--- src/verilog/gss_pkg.sv ---
// package for the generator set start/stop sequencer
// assumes a 25 MHz core clock; all times are counted on a one-second tick
package gss_pkg;
   localparam int CLK_HZ = 25000000;
   localparam int TICK_CYCLES = CLK_HZ;
   localparam int STOP_HOLD_S = 5;
   localparam int SEC_LEVEL_REPROG = 3;
   localparam logic [7:0] CRANK_TIME_RST = 8'h0A;
   localparam logic [7:0] COOLDOWN_MIN_RST = 8'h00;
   localparam int SEC_PER_MIN = 60;

   typedef enum logic [1:0] {
      GSS_MODE_OFF,
      GSS_MODE_MANUAL,
      GSS_MODE_AUTO
   } gss_mode_t;

   typedef struct packed {
      logic runKey;
      logic stopKey;
      logic okKey;
      logic escKey;
   } gss_keys_t;

   typedef struct packed {
      logic ecsAuto;
      logic ecsRun;
      logic ecsStop;
      logic remoteStartN;
      logic modbusInitiate;
      logic cycleTimer;
   } gss_remote_t;

   typedef struct packed {
      logic shutdownPresent;
      logic shutdownLatched;
      logic preCrankDone;
   } gss_status_t;

   typedef struct packed {
      logic ecmCrank;
      logic oilSensorCfg;
      logic coolSensorCfg;
      logic [2:0] securityLevel;
      logic [7:0] crankTimeS;
      logic [15:0] crankTermRpm;
      logic [7:0] cooldownMin;
   } gss_cfg_t;

   typedef struct packed {
      logic oilDlActive;
      logic oilIdleActive;
      logic coolDlActive;
      logic coolAinActive;
      logic ain2ProgAllow;
   } gss_prot_t;

   typedef struct packed {
      logic valid;
      logic fromDataLink;
      logic [3:0] code;
   } gss_event_t;
endpackage

--- src/verilog/gss_sequencer.sv ---
// generator set start, crank, cooldown and stop sequencer
// assumes all inputs synchronous to core_clk; relays and CAN frames driven outside
// Functional notes
// - sensor oil configuration disables the data-link oil pressure setpoints other than the low-idle ones.
// - low-idle oil pressure warning and shutdown stay active in both configurations.
// - sensor coolant uses analog input two; data-link coolant setpoints ignored.
// - analog input two reprogramming from panel needs security level three or more.
// - start from run key (manual only) or control switch run; auto adds remote sources.
// - refuse cranking while any shutdown event is present or latched.
// - after pre-crank finishes, assert starter and fuel enable outputs.
// - starter holds until crank time expires or terminate speed reached.
// - with ECM command interface, start and fuel go over CAN; relays freed.
// - with ECM cranking, own crank time and terminate speed are not applied.
// - active control switch input makes front panel operating keys ignored; the stop key hold in cooldown is still read.
// - remote start active requests start; release requests stop.
// - remote start input is active low.
// - stop on stop key or switch stop; auto stops when all initiates drop.
// - on stop, cool down for programmed duration before stopping.
// - zero cooldown duration stops the engine immediately.
// - cooldown set to zero when ECM runs its own cooldown.
// - stop key held five seconds in cooldown raises bypass prompt.
// - protection events logged with the source module that raised them.
// - at prompt confirm ends cooldown, cancel lets it run out.
// - cooldown end drops fuel and sends a CAN stop where required.
`timescale 1ns/10ps
module gss_sequencer
   import gss_pkg::*;
#(
   parameter int TICK_DIV = TICK_CYCLES
) (
   input wire logic core_clk,
   input wire logic nrst,
   input wire gss_mode_t mode,
   input wire gss_keys_t keys,
   input wire gss_remote_t remote,
   input wire gss_status_t status,
   input wire logic [15:0] engineRpm,
   input wire logic protEventIn,
   input wire logic protEventFromDl,
   input wire logic [3:0] protEventCode,
   input wire logic [3:0] regAddr,
   input wire logic [31:0] regWdata,
   input wire logic regWr,
   input wire logic regRd,
   output logic [31:0] regRdata,
   output logic starterOut,
   output logic fuelOut,
   output logic canStartCmd,
   output logic canFuelCmd,
   output logic canStopCmd,
   output logic bypassPrompt,
   output logic running,
   output gss_prot_t prot,
   output gss_event_t eventLog
);

   localparam logic [3:0] REG_CFG = 4'h0;
   localparam logic [3:0] REG_CRANK = 4'h1;
   localparam logic [3:0] REG_COOL = 4'h2;
   localparam logic [3:0] REG_STATE = 4'h3;

   typedef enum logic [2:0] {
      GSS_IDLE,
      GSS_PRECRANK,
      GSS_CRANK,
      GSS_RUN,
      GSS_COOLDOWN
   } gss_state_t;

   gss_state_t state;
   gss_cfg_t cfg;
   logic [24:0] tickCnt;
   logic tick;
   logic [15:0] secCnt;
   logic [2:0] holdCnt;
   logic panelOk;
   logic autoInit;
   logic startReq;
   logic stopReq;
   logic remoteActive;
   logic prevRemote;
   logic [15:0] coolLimit;

   function automatic logic [15:0] min_to_sec(input logic [7:0] m);
      min_to_sec = 16'(m) * 16'(SEC_PER_MIN);
   endfunction

   // fuel stays on from crank until cooldown ends or is bypassed
   function automatic logic in_fuel_phase(input gss_state_t s);
      in_fuel_phase = (s == GSS_CRANK) || (s == GSS_RUN) || (s == GSS_COOLDOWN);
   endfunction

   ////////////////////////////////////////////////////////////////////////////
   // request decode
   always_comb begin
      remoteActive = ~remote.remoteStartN;
      // a maintained switch input owns the panel
      panelOk = ~(remote.ecsAuto | remote.ecsRun | remote.ecsStop);
      autoInit = remoteActive | remote.modbusInitiate | remote.cycleTimer;
      startReq = (panelOk & keys.runKey & (mode == GSS_MODE_MANUAL)) | remote.ecsRun
         | ((mode == GSS_MODE_AUTO) & autoInit);
      stopReq = (panelOk & keys.stopKey) | remote.ecsStop
         | ((mode == GSS_MODE_AUTO) & ~autoInit)
         | ((mode == GSS_MODE_AUTO) & prevRemote & ~remoteActive);
      coolLimit = min_to_sec(cfg.cooldownMin);
   end

   always_ff @(posedge core_clk or negedge nrst) begin
      if (!nrst) begin
         prevRemote <= 1'b0;
      end else begin
         prevRemote <= remoteActive;
      end
   end

   ////////////////////////////////////////////////////////////////////////////
   // one-second tick
   // free running from reset, so an interval may end up to one tick early
   always_ff @(posedge core_clk or negedge nrst) begin
      if (!nrst) begin
         tickCnt <= '0;
         tick <= 1'b0;
      end else if (tickCnt == 25'(TICK_DIV - 1)) begin
         tickCnt <= '0;
         tick <= 1'b1;
      end else begin
         tickCnt <= tickCnt + 25'h0000001;
         tick <= 1'b0;
      end
   end

   ////////////////////////////////////////////////////////////////////////////
   // registers
   always_ff @(posedge core_clk or negedge nrst) begin
      if (!nrst) begin
         cfg <= '{ecmCrank: 1'b0, oilSensorCfg: 1'b1, coolSensorCfg: 1'b1,
                  securityLevel: 3'h0, crankTimeS: CRANK_TIME_RST,
                  crankTermRpm: 16'h012C, cooldownMin: COOLDOWN_MIN_RST};
      end else if (regWr) begin
         case (regAddr)
            REG_CFG: begin
               cfg.ecmCrank <= regWdata[0];
               cfg.oilSensorCfg <= regWdata[1];
               cfg.coolSensorCfg <= regWdata[2];
               cfg.securityLevel <= regWdata[6:4];
            end
            REG_CRANK: begin
               cfg.crankTimeS <= regWdata[7:0];
               cfg.crankTermRpm <= regWdata[31:16];
            end
            // zero when the ECM runs its own cooldown, else both run in series
            REG_COOL: cfg.cooldownMin <= regWdata[7:0];
            default: ;
         endcase
      end
   end

   always_ff @(posedge core_clk or negedge nrst) begin
      if (!nrst) begin
         regRdata <= 32'h00000000;
      end else if (regRd) begin
         case (regAddr)
            REG_CFG: regRdata <= {25'h0, cfg.securityLevel, 1'b0, cfg.coolSensorCfg,
                                  cfg.oilSensorCfg, cfg.ecmCrank};
            REG_CRANK: regRdata <= {cfg.crankTermRpm, 8'h00, cfg.crankTimeS};
            REG_COOL: regRdata <= {24'h0, cfg.cooldownMin};
            REG_STATE: regRdata <= {16'(secCnt), 8'h00, bypassPrompt, running,
                                    3'(state), 1'b0, fuelOut, starterOut};
            default: regRdata <= 32'h00000000;
         endcase
      end else begin
         regRdata <= 32'h00000000;
      end
   end

   ////////////////////////////////////////////////////////////////////////////
   // protection setpoint selection
   // flags other than the idle oil flag follow the configuration one cycle late; no other state involved
   always_ff @(posedge core_clk or negedge nrst) begin
      if (!nrst) begin
         prot.oilDlActive <= 1'b0;
      end else begin
         prot.oilDlActive <= ~cfg.oilSensorCfg;
      end
   end

   // idle setpoints never depend on the sensor source
   always_ff @(posedge core_clk or negedge nrst) begin
      if (!nrst) begin
         prot.oilIdleActive <= 1'b0;
      end else begin
         prot.oilIdleActive <= 1'b1;
      end
   end

   always_ff @(posedge core_clk or negedge nrst) begin
      if (!nrst) begin
         prot.coolDlActive <= 1'b0;
      end else begin
         prot.coolDlActive <= ~cfg.coolSensorCfg;
      end
   end

   always_ff @(posedge core_clk or negedge nrst) begin
      if (!nrst) begin
         prot.coolAinActive <= 1'b0;
      end else begin
         prot.coolAinActive <= cfg.coolSensorCfg;
      end
   end

   always_ff @(posedge core_clk or negedge nrst) begin
      if (!nrst) begin
         prot.ain2ProgAllow <= 1'b0;
      end else begin
         prot.ain2ProgAllow <= (cfg.securityLevel >= 3'(SEC_LEVEL_REPROG));
      end
   end

   // pass-through only: storage and readout belong to the event handler
   always_ff @(posedge core_clk or negedge nrst) begin
      if (!nrst) begin
         eventLog.valid <= 1'b0;
      end else begin
         eventLog.valid <= protEventIn;
      end
   end

   always_ff @(posedge core_clk or negedge nrst) begin
      if (!nrst) begin
         eventLog.fromDataLink <= 1'b0;
      end else begin
         eventLog.fromDataLink <= protEventFromDl;
      end
   end

   always_ff @(posedge core_clk or negedge nrst) begin
      if (!nrst) begin
         eventLog.code <= 4'h0;
      end else begin
         eventLog.code <= protEventCode;
      end
   end

   ////////////////////////////////////////////////////////////////////////////
   // sequencer
   always_ff @(posedge core_clk or negedge nrst) begin
      if (!nrst) begin
         state <= GSS_IDLE;
         secCnt <= '0;
         holdCnt <= '0;
         bypassPrompt <= 1'b0;
      end else begin
         case (state)
            GSS_IDLE: begin
               bypassPrompt <= 1'b0;
               if (startReq && !status.shutdownPresent && !status.shutdownLatched) begin
                  state <= GSS_PRECRANK;
               end
            end
            GSS_PRECRANK: begin
               secCnt <= '0;
               if (status.shutdownPresent || status.shutdownLatched) begin
                  state <= GSS_IDLE;
               end else if (status.preCrankDone) begin
                  state <= GSS_CRANK;
               end
            end
            GSS_CRANK: begin
               if (tick) begin
                  secCnt <= secCnt + 16'h0001;
               end
               // ECM runs its own crank limits; hand over straight away
               if (cfg.ecmCrank) begin
                  state <= GSS_RUN;
               end else if (engineRpm >= cfg.crankTermRpm) begin
                  state <= GSS_RUN;
               end else if (tick && secCnt + 16'h0001 >= 16'(cfg.crankTimeS)) begin
                  state <= GSS_IDLE;
               end
            end
            GSS_RUN: begin
               secCnt <= '0;
               holdCnt <= '0;
               if (stopReq) begin
                  state <= (cfg.cooldownMin == 8'h00) ? GSS_IDLE : GSS_COOLDOWN;
               end
            end
            GSS_COOLDOWN: begin
               if (tick) begin
                  secCnt <= secCnt + 16'h0001;
               end
               if (!keys.stopKey) begin
                  holdCnt <= '0;
               end else if (tick && holdCnt != 3'(STOP_HOLD_S)) begin
                  holdCnt <= holdCnt + 3'h1;
               end
               if (holdCnt == 3'(STOP_HOLD_S)) begin
                  bypassPrompt <= 1'b1;
               end
               if (bypassPrompt && keys.okKey) begin
                  state <= GSS_IDLE;
                  bypassPrompt <= 1'b0;
               end else if (bypassPrompt && keys.escKey) begin
                  bypassPrompt <= 1'b0;
                  holdCnt <= '0;
               end
               if (secCnt >= coolLimit) begin
                  state <= GSS_IDLE;
                  bypassPrompt <= 1'b0;
               end
            end
            default: state <= GSS_IDLE;
         endcase
      end
   end

   ////////////////////////////////////////////////////////////////////////////
   // outputs
   // every command is registered so a configuration write cannot glitch a relay
   // relays freed when the ECM takes commands over CAN
   always_ff @(posedge core_clk or negedge nrst) begin
      if (!nrst) begin
         starterOut <= 1'b0;
      end else begin
         starterOut <= (state == GSS_CRANK) & ~cfg.ecmCrank;
      end
   end

   always_ff @(posedge core_clk or negedge nrst) begin
      if (!nrst) begin
         fuelOut <= 1'b0;
      end else begin
         fuelOut <= in_fuel_phase(state) & ~cfg.ecmCrank;
      end
   end

   always_ff @(posedge core_clk or negedge nrst) begin
      if (!nrst) begin
         canStartCmd <= 1'b0;
      end else begin
         canStartCmd <= (state == GSS_CRANK) & cfg.ecmCrank;
      end
   end

   always_ff @(posedge core_clk or negedge nrst) begin
      if (!nrst) begin
         canFuelCmd <= 1'b0;
      end else begin
         canFuelCmd <= in_fuel_phase(state) & cfg.ecmCrank;
      end
   end

   // one-cycle stop frame on the edge where the CAN fuel command drops
   always_ff @(posedge core_clk or negedge nrst) begin
      if (!nrst) begin
         canStopCmd <= 1'b0;
      end else begin
         canStopCmd <= cfg.ecmCrank & (state == GSS_IDLE) & canFuelCmd;
      end
   end

   // running covers cooldown too, since the engine still turns there
   always_ff @(posedge core_clk or negedge nrst) begin
      if (!nrst) begin
         running <= 1'b0;
      end else begin
         running <= (state == GSS_RUN || state == GSS_COOLDOWN);
      end
   end

endmodule

--- config.mk ---
export PLATFORM = sky130hd
export DESIGN_NAME = gss_sequencer
export DESIGN_NICKNAME = d
export VERILOG_FILES = /design/src/verilog/gss_pkg.sv /design/src/verilog/gss_sequencer.sv
export SDC_FILE = /design/constraint.sdc
export NUM_CORES = 1
export LEC_CHECK = 0
export BUFFER_PORTS_ARGS = -buffer_cell sky130_fd_sc_hd__clkbuf_2
export CORE_MARGIN = 2
export CORE_UTILIZATION = 28
export DETAILED_ROUTE_END_ITERATION = 8
export PLACE_DENSITY_LB_ADDON = 0.25
export SLEW_MARGIN = 30
export SYNTH_ARGS = -nofsm -noshare
export SYNTH_HDL_FRONTEND = slang
export SYNTH_SLANG_ARGS = --single-unit
--- constraint.sdc ---
create_clock -name core_clk -period 4.3 [get_ports core_clk]
set_input_delay 0.43 -clock core_clk [delete_from_list [all_inputs] [get_ports core_clk]]
set_output_delay 0.43 -clock core_clk [all_outputs]
set_load 0.005 [all_outputs]
==> results of run 1 <==
[worst max path at each step]
stage                start      endpoint
floorplan           cfg[3]  bypassPrompt
global placement    cfg[2]  bypassPrompt
detailed placement  cfg[1]  bypassPrompt
CTS                 cfg[0]  bypassPrompt
global route        cfg[1]  bypassPrompt
finish              cfg[1]      state[2]
[layout by cell type, fill, tap and decap left out, types with 13 or more instances in the layout]
cell         n
nor2_1      62
clkbuf_2   109
ha_1        59
xor2_1      21
a22oi_1     29
mux2_2      39
buf_4       27
dfrtp_1    121
o21ai_0     28
fa_1        13
nand3_1     20
inv_1       64
xnor2_1     18
a21oi_1     21
nand2_1     58
clkbuf_16   17
[what timing repair did]
| action | CTS | global route |
|---|---|---|
| hold buffers | 0 | 0 |
| gates resized for setup | 3 | 16 |
| setup buffers | 1 | 4 |
| setup endpoints to repair | 2 | 2 |
| pin swaps | 0 | 11 |
| hold endpoints to repair | 0 | 0 |
[cells by family (layout without fill, tap and decap cells)]
| logic type | after synthesis | in the layout | share of synthesized area, % |
|---|---|---|---|
| xor gates and xnor gates | 39 | 39 | 4.65 |
| muxes | 41 | 41 | 6.26 |
| and+or+nand+nor | 206 | 206 | 13.8 |
| AOI/OAI and AO/OA | 130 | 130 | 11.8 |
| DFF | 129 | 129 | 44.1 |
| buffers and inverters | 96 | 235 | 5.49 |
| adders and majority gates | 73 | 73 | 13.8 |
| other | 2 | 10 | 0.102 |
[area by class of cell]
cell class | instances | area (um^2)
Multi-Input combinational cell | 498 | 3790
Sequential cell | 129 | 3240
Clock inverter | 15 | 183
Timing Repair Buffer | 138 | 771
Tap cell | 335 | 419
Antenna cell | 1 | 2.50
Clock buffer | 17 | 425
Fill cell | 2616 | 16800
Inverter | 65 | 244
[metal layers]
layer  global-route usage, %  wire length, um  vias to the layer above
met1                    19.5             9030                     2707
met5                       0                0                        -
met2                    20.2             7950                      126
met4                    3.89              206                        0
met3                    4.10             1010                       15
li1                        -                -                     2749
[worst reg2reg max path: cells and delay by family (launching register included)]
family	cells	cell delay [ns]
and+or+nand+nor	4	1.11
DFF	1	0.41
AOI/OAI and AO/OA	7	0.99
buffers and inverters	1	0.12
adders and majority gates	4	1.55
[state kept, by name, indices dropped and copies added (netlist names)]
name	cells
cfg	38
tickCnt	25
regRdata	24
secCnt	16
eventLog	6
prot	5
holdCnt	3
state	3
bypassPrompt	1
canFuelCmd	1
canStartCmd	1
canStopCmd	1
fuelOut	1
prevRemote	1
running	1
starterOut	1
tick	1
[per-stage QoR]
| stage | std cells | area (um^2) |
|---|---|---|
| 3_3_place_gp | 1160 | 8360 |
| 2_1_floorplan | 723 | 7370 |
| 3_5_place_dp | 1160 | 8360 |
| 4_1_cts | 1193 | 8990 |
| 5_1_grt | 1197 | 9070 |
| 6_report | 1198 | 9070 |
[report_power, final]
| group | switching [W] | leakage [nW] | internal, W | total, W |
|---|---|---|---|---|
| Clock | 0.000586 | 0.287 | 0.000917 | 0.00150 |
| Combinational | 0.000869 | 2.42 | 0.000866 | 0.00174 |
| Sequential | 0.0000918 | 1.67 | 0.00133 | 0.00142 |
| Total | 0.00155 | 4.37 | 0.00312 | 0.00466 |
==> results.ini, run 1 <==
[critical_path]
cp_slowest_cell=fa_1
cpPeakStageDelay_ns=0.58
critPathLaunchType=register
worst_setup_path_end_kind=register
critical_path.max_fanout=3
reg2reg_depth=16
crit_buf_inv=1
path_cells=fa_1 -> fa_1 -> ha_1 -> a21o_1 -> a21oi_2 -> o21ai_2 -> or4_4 -> nand2_4 -> a311oi_2 -> ha_2 -> or4b_4 -> a221oi_4 -> nand2_1 -> o21ai_2 -> buf_6 -> a22o_1
worstSetupPathType=reg -> reg
path_delay_family=adder cells
rr_endpoint=state[2]
arrival_ns=4.61
path_depth=16
crit_required_ns=4.66
r2r_setup_slack_ns=0.05
r2r-start=cfg[1]

[min_path]
hold_path.class=in -> async

[placement]
dp_slack_ns=-0.128
gp_congestion=0.790
port_buffers=110
hpwl_um=13300

[floorplan]
rows=59
core_um2=25900
start_util_pct=28.3
fp.dieArea_um2=27500
die_height_um=166
num_io_pins=127
die_w_um=166

[route]
drc=0
wirelength_um=18200
ant_nets=0
num_vias=5597
first_pass_iters=5
drt_iter0_markers=263
routed_via_density=4.67
avgRoutedWirePerCell_um=15.2

[synthesis]
synth_edf_count=0
synth.area.top_cells=dfrtp_1 41%, ha_1 10%, mux2_2 6.0%, fa_1 3.5%, inv_1 3.3%
synthFlopType=dfrtp_1
async_flop_share_pct=100
seq_area_frac_synth_pct=44.1
syn-instance-count=716
synth_top_area_cell=dfrtp_1
synth.most_common_cell=dfrtp_1
synth_warnings=0
netlist.area_leader.share_pct=41.2
synth_area_um2=7340
synthDistinctLibCells=57
synth_common_cells=121 x dfrtp_1, 65 x inv_1, 63 x nor2_1
avgSynthCellArea_um2=10.3
ys_ff_latch=129

[sta]
finalMaxSlewViolations=0
finalSetupViolCount=0
tightest_slew_ns=0.840
period_share_pct=98.8
setup_slack_ns=0.0523
skew_ns=0.00934
setup_tns_ns=0
clock.fmax_ghz=0.235
worst_hold_slack_ns=0.0509
hold_violations=0
post-route-min-period_ns=4.25
rsz0062_at_grt=yes
slew_headroom_pct=43.8

[clock_network]
h-tree-depth=4
cts_tree=yes
cts.sinks=129
clk_latency_ns=0.42
path_clk_slew_ns=0.07
cts-root-buf=clkbuf_16
cts_buffers=17
clockBufferDepth=2

[final_layout]
drive_above_1_share_pct=27.5
syn_to_final_growth_pct=23.6
nets=999
post-route-util_pct=35.0

[grt]
grt-ovfl-total=0
grt_pass1_wl_um=29900
grt_max_degree=77
grt_antenna_before_repair=0
gr-usage-all-layers_pct=13.7
grt_pass1_vias=5731

[status]
status=finished clean

[power]
p_leak_nw=4.37
p_per_area_nw_per_um2=514
power_w=0.00466
ir_worst_vdd_mv=0.213

[flow_run]
maxCapViolations=0

Note: power is estimated with default switching activity, not from simulation.
==> run 2: changes to the inputs <==
Settings changed: CELL_PAD_IN_SITES_DETAIL_PLACEMENT set to 1, CELL_PAD_IN_SITES_GLOBAL_PLACEMENT set to 1.
==> results.ini, run 2 (synthesis results as in run 1) <==
[status]
status=finished with violations
violations=setup timing

[sta]
tightest_slew_ns=0.881  ; +0.0413 ns
post-route-min-period_ns=4.32  ; +0.0750 ns
period_share_pct=101  ; +1.7 points
rsz0062_at_grt=yes
setup_tns_ns=-0.0282  ; -0.0282 ns
hold_violations=0  ; unchanged
setup_slack_ns=-0.0228  ; -0.0750 ns
finalSetupViolCount=2  ; +2
finalMaxSlewViolations=0  ; unchanged
clock.fmax_ghz=0.231  ; -1.7%
skew_ns=0.0151  ; +0.00581 ns
slew_headroom_pct=41.2  ; -2.6 points

[grt]
grt_pass1_wl_um=33600  ; +12%
grt_pass1_vias=6083  ; +6.1%
grt-ovfl-total=0  ; unchanged
grt_antenna_before_repair=0  ; unchanged
grt_max_degree=95  ; +23%
gr-usage-all-layers_pct=15.5  ; +1.7 points

[clock_network]
cts_tree=yes
cts-root-buf=clkbuf_16
cts.hold.buffers_added=0  ; unchanged
clk_latency_ns=0.43  ; about the same
cts.sinks=129  ; unchanged
clockBufferDepth=2  ; unchanged
cts_buffers=17  ; unchanged
h-tree-depth=4  ; unchanged
path_clk_slew_ns=0.06  ; about the same

[floorplan]
num_io_pins=127  ; unchanged
core_um2=25900  ; unchanged
die_height_um=166  ; unchanged
start_util_pct=28.3  ; unchanged
rows=59  ; unchanged
die_w_um=166  ; unchanged
fp.dieArea_um2=27500  ; unchanged

[final_layout]
drive_above_1_share_pct=27.3  ; -0.15 points
nets=1000  ; +0.10%
final_cells=1198  ; unchanged
largest_reg_flops=38  ; unchanged
syn_to_final_growth_pct=23.0
diodes=0  ; -1
top_register=cfg
final_common_cell=dfrtp_1
top_regs=cfg (38), tickCnt (25), regRdata (24)
layout_common_cells=120 x dfrtp_1, 109 x clkbuf_2, 65 x inv_1

[route]
wl_met3_um=924  ; -8.2%
wl_met2_um=9490  ; +19%
routed_via_density=4.74  ; +1.4%
first_pass_iters=6  ; +1
ant_nets=0  ; unchanged
drt_iter0_markers=217  ; -17%
wirelength_um=20600  ; +13%
routed.top_layer=met4
avgRoutedWirePerCell_um=17.2  ; +13%
wl_met1_um=9980  ; +11%
num_vias=5675  ; +1.4%
drc=0  ; unchanged

[min_path]
hold_path.class=in -> async

[critical_path]
critPathLaunchType=register
r2r-start=cfg[0]
worstSetupPathType=reg -> reg
crit_path_start=cfg[0]
arrival_ns=4.68  ; +0.07 ns
critical_path.max_fanout=2  ; -1
reg2reg_depth=15  ; -1
worst_setup_path_end_kind=register
crit_required_ns=4.66  ; about the same

[power]
p_leak_nw=4.35  ; -0.48%
p_comb_share_pct=38.5  ; +1.3 points
switchingPower_w=0.00159  ; +2.9%
power.internal_w=0.00301  ; -3.5%
seqPwrFrac_pct=31.1  ; +0.6 points
p_per_area_nw_per_um2=509  ; -0.91%
ir_worst_vdd_mv=0.198  ; -6.9%
swShare_pct=34.6  ; +1.4 points
pwr-share-clk_pct=30.4  ; -1.8 points

[placement]
gp_congestion=0.748  ; -5.2%
hpwl_um=15200  ; +15%
port_buffers=110  ; unchanged
dp.cells=1159  ; -0.086%

[flow_run]
maxCapViolations=0  ; unchanged

[run 2: cell types whose count changed in the layout (fill, tap and decap cells not counted), sizes merged]
cell / change
clkbuf: +4
clkinv: +2
diode: -1
inv: -3
bufinv: -2
[run 2: layer usage]
metal / vias to the layer above / track usage [%]
li1: 2748 / -
met1: 2793 / 21.3
met2: 115 / 24.1
met3: 19 / 4.34
met4: 0 / 3.74
met5: - / 0
[run 2: path summary, 6_finish.rpt]
kind / to / slack [ns]
worst max-delay path: state[2] / -0.02
worst min-delay path: tickCnt[8] / 0.09
worst max register to register: state[2] / -0.02
worst min register to register: prot[1] / 0.43
max in group asynchronous: cfg[25] / 3.36
min in group core_clk: eventLog[1] / 0.10
[run 2: metrics by stage]
| step | cell area (um^2) | utilization (%) | power (W) | hold WS, ns | setup WS (ns) |
|---|---|---|---|---|---|
| floorplan | 7370 | - | 0.00250 | 0.134 | 0.130 |
| global placement | 8360 | 32.3 | 0.00300 | 0.415 | -0.120 |
| detailed placement | 8360 | 32.3 | 0.00303 | 0.414 | -0.211 |
| CTS | 8960 | 34.6 | 0.00454 | 0.0882 | 0.0102 |
| global route | 9030 | 34.8 | 0.00495 | 0.0868 | -0.211 |
| finish | 9030 | 34.8 | 0.00460 | 0.0882 | -0.0228 |
[run 2: power by group through the flow]
stage	clock [W]	combinational, W	sequential (W)
2_1_floorplan	0	0.00108	0.00142
3_3_place_gp	0	0.00155	0.00145
3_5_place_dp	0	0.00157	0.00145
4_1_cts	0.00144	0.00167	0.00143
5_1_grt	0.00148	0.00203	0.00145
6_report	0.00140	0.00177	0.00143
[run 2: cell type report]
class	instances	area (um^2)
Tap cell	335	419
Clock inverter	12	110
Fill cell	2938	16900
Sequential cell	129	3240
Clock buffer	20	447
Multi-Input combinational cell	498	3790
Timing Repair Buffer	139	777
Inverter	65	244
[run 2: critical path, stage by stage (launching register included)]
cell and delay (ns):
dfrtp_1 0.40, fa_1 0.54, fa_1 0.60, ha_1 0.24, a21o_1 0.17, a21oi_2 0.21, o21ai_2 0.10, or4_4 0.45
nand2_4 0.08, a311oi_2 0.10, ha_2 0.19, or4b_4 0.54, a221oi_4 0.21, nand2_1 0.10, o21ai_2 0.17, a22o_1 0.16
[run 2: what timing repair did]
item / 4_1_cts / 5_1_grt
resized for setup: 5 / 11
setup buffers: 4 / 3
pin swaps: 2 / 6
setup endpoints to repair: 2 / 2
==> run 3: changes to the inputs <==
Settings changed: PLACE_DENSITY_LB_ADDON 0.25 to 0.1.
==> results.ini, run 3 (synthesis results as in run 1) <==
[status]
status=finished clean

[route]
drc=0  ; unchanged
routed_via_density=4.81  ; +1.5%
first_pass_iters=4  ; -2
num_vias=5730  ; +0.97%
avgRoutedWirePerCell_um=17.7  ; +2.6%
drt_iter0_markers=222  ; +2.3%
ant_nets=0  ; unchanged
wirelength_um=21100  ; +2.1%

[sta]
skew_ns=0.00845  ; -0.00669 ns
finalMaxSlewViolations=0  ; unchanged
tightest_slew_ns=0.863  ; -0.0183 ns
period_share_pct=97.2  ; -3.3 points
slew_headroom_pct=42.5  ; +1.3 points
hold_violations=0  ; unchanged
post-route-min-period_ns=4.18  ; -0.142 ns
setup_slack_ns=0.119  ; +0.142 ns
worst_hold_slack_ns=0.100  ; +0.0118 ns
clock.fmax_ghz=0.239  ; +3.4%
rsz0062_at_grt=yes
finalSetupViolCount=0  ; -2

[final_layout]
syn_to_final_growth_pct=23.4
top_register=cfg
final_common_cell=dfrtp_1
drive_above_1_share_pct=27.1  ; -0.24 points
top_regs=cfg (38), tickCnt (25), regRdata (24)
largest_reg_flops=38  ; unchanged
layout_common_cells=121 x dfrtp_1, 109 x clkbuf_2, 63 x inv_1, 63 x nor2_1, 58 x ha_1
nets=993  ; -0.70%
fillCellCount=2947  ; +0.31%

[critical_path]
cpPeakStageDelay_ns=0.57  ; -0.03 ns
critPathLaunchType=register
worst_setup_path_end_kind=register
path_cells=fa_1 -> fa_1 -> ha_1 -> a21o_1 -> a21oi_2 -> o21ai_2 -> or4_4 -> nand2_4 -> a311oi_2 -> ha_2 -> or4b_4 -> a221oi_4 -> nand2_1 -> o21ai_2 -> o21ai_1 -> nand2_1
r2r_setup_slack_ns=0.12  ; +0.14 ns
cp_slowest_cell=fa_1
crit_path_start=cfg[1]
arrival_ns=4.54  ; -0.14 ns
worstSetupPathType=reg -> reg
r2r-start=cfg[1]
crit_required_ns=4.66  ; about the same
critical_path.max_fanout=3  ; +1

[clock_network]
clockBufferDepth=2  ; unchanged
cts-root-buf=clkbuf_16
clk_latency_ns=0.42  ; about the same
cts.hold.buffers_added=0  ; unchanged
cts.sinks=129  ; unchanged
h-tree-depth=4  ; unchanged
cts_tree=yes
path_clk_slew_ns=0.06  ; about the same
cts_buffers=17  ; unchanged

[grt]
grt_pass1_vias=6284  ; +3.3%
gr-usage-all-layers_pct=15.9  ; +0.41 points
grt_max_degree=101  ; +6.3%
grt_antenna_before_repair=0  ; unchanged
grt_pass1_wl_um=34600  ; +3.1%
grt-ovfl-total=0  ; unchanged

[power]
power_w=0.00471  ; +2.4%
ir_worst_vdd_mv=0.302  ; +52%
p_leak_nw=4.35  ; about the same
p_per_area_nw_per_um2=520  ; +2.1%

[floorplan]
fp.dieArea_um2=27500  ; unchanged
die_height_um=166  ; unchanged
rows=59  ; unchanged
num_io_pins=127  ; unchanged
die_w_um=166  ; unchanged
core_um2=25900  ; unchanged
start_util_pct=28.3  ; unchanged

[flow_run]
maxCapViolations=0  ; unchanged

[min_path]
hold_path.class=in -> async

[placement]
hpwl_um=16100  ; +5.6%
port_buffers=110  ; unchanged
gp_congestion=0.772  ; +3.2%
dp_slack_ns=-0.153  ; +0.0573 ns

==> run 3: changes by cell type in the layout (fill, tap and decap cells not counted), sizes merged <==
cell      delta
inv          +4
diode        +1
clkbuf       -1
clkinv       -4
clkinvlp     -1
bufinv       +2
buf          -7
==> run 3: area by class of cell <==
type                       instances  area [um^2]  share of cell area (%)
antenna                            1         2.50                  0.0276
clock buffer                      19          443                    4.89
clock inverter                    13          176                    1.95
inverter                          65          244                    2.69
multi-input combinational        498         3810                    42.1
sequential                       129         3240                    35.8
tap                              335          419                    4.63
timing repair buffer             132          724                    8.00
==> run 3: what timing repair did <==
item,CTS,global route
pin swaps,0,2
setup buffers,0,1
endpoints found under the setup margin,2,2
resized for setup,4,15
==> run 3: path summary, 6_finish.rpt <==
path | to | depth (start not counted)
worst max-delay path | bypassPrompt | 16
worst min-delay path | holdCnt[2] | 1
worst max register to register | bypassPrompt | 16
worst min register to register | prot[1] | 0
max in group asynchronous | tickCnt[15] | 2
min in group core_clk | eventLog[0] | 1
==> run 3: worst max-delay path: cells and delay by family (launching register included) <==
family,cells,cell delay [ns]
AND/OR/NAND/NOR,5,1.22
adder cells (fa/ha/maj),4,1.51
AO/OA/AOI/OAI,7,0.98
flip-flops,1,0.43
==> run 3: per-stage QoR <==
stage / utilization (%) / instance area [um^2] / std cells / setup TNS [ns]
6_report: 35.0 / 9060 / 1192 / 0
2_1_floorplan: - / 7370 / 723 / 0
3_3_place_gp: 32.2 / 8350 / 1158 / -0.0647
3_5_place_dp: 32.2 / 8360 / 1158 / -0.278
4_1_cts: 34.7 / 8980 / 1190 / 0
5_1_grt: 34.9 / 9050 / 1191 / -0.0991
==> run 3: metal layers <==
metal	global-route usage, %	wire length [um]	vias up
met4	4.35	269	0
met3	2.88	578	25
met2	26.1	10200	83
met5	0	0	-
li1	-	-	2728
met1	21.6	10000	2894
==> run 3: power by group <==
part	switching (W)	internal [W]	leakage (nW)	total (W)
Clock	0.000599	0.000940	0.293	0.00154
Sequential	0.000100	0.00133	1.67	0.00143
Combinational	0.000884	0.000854	2.39	0.00174
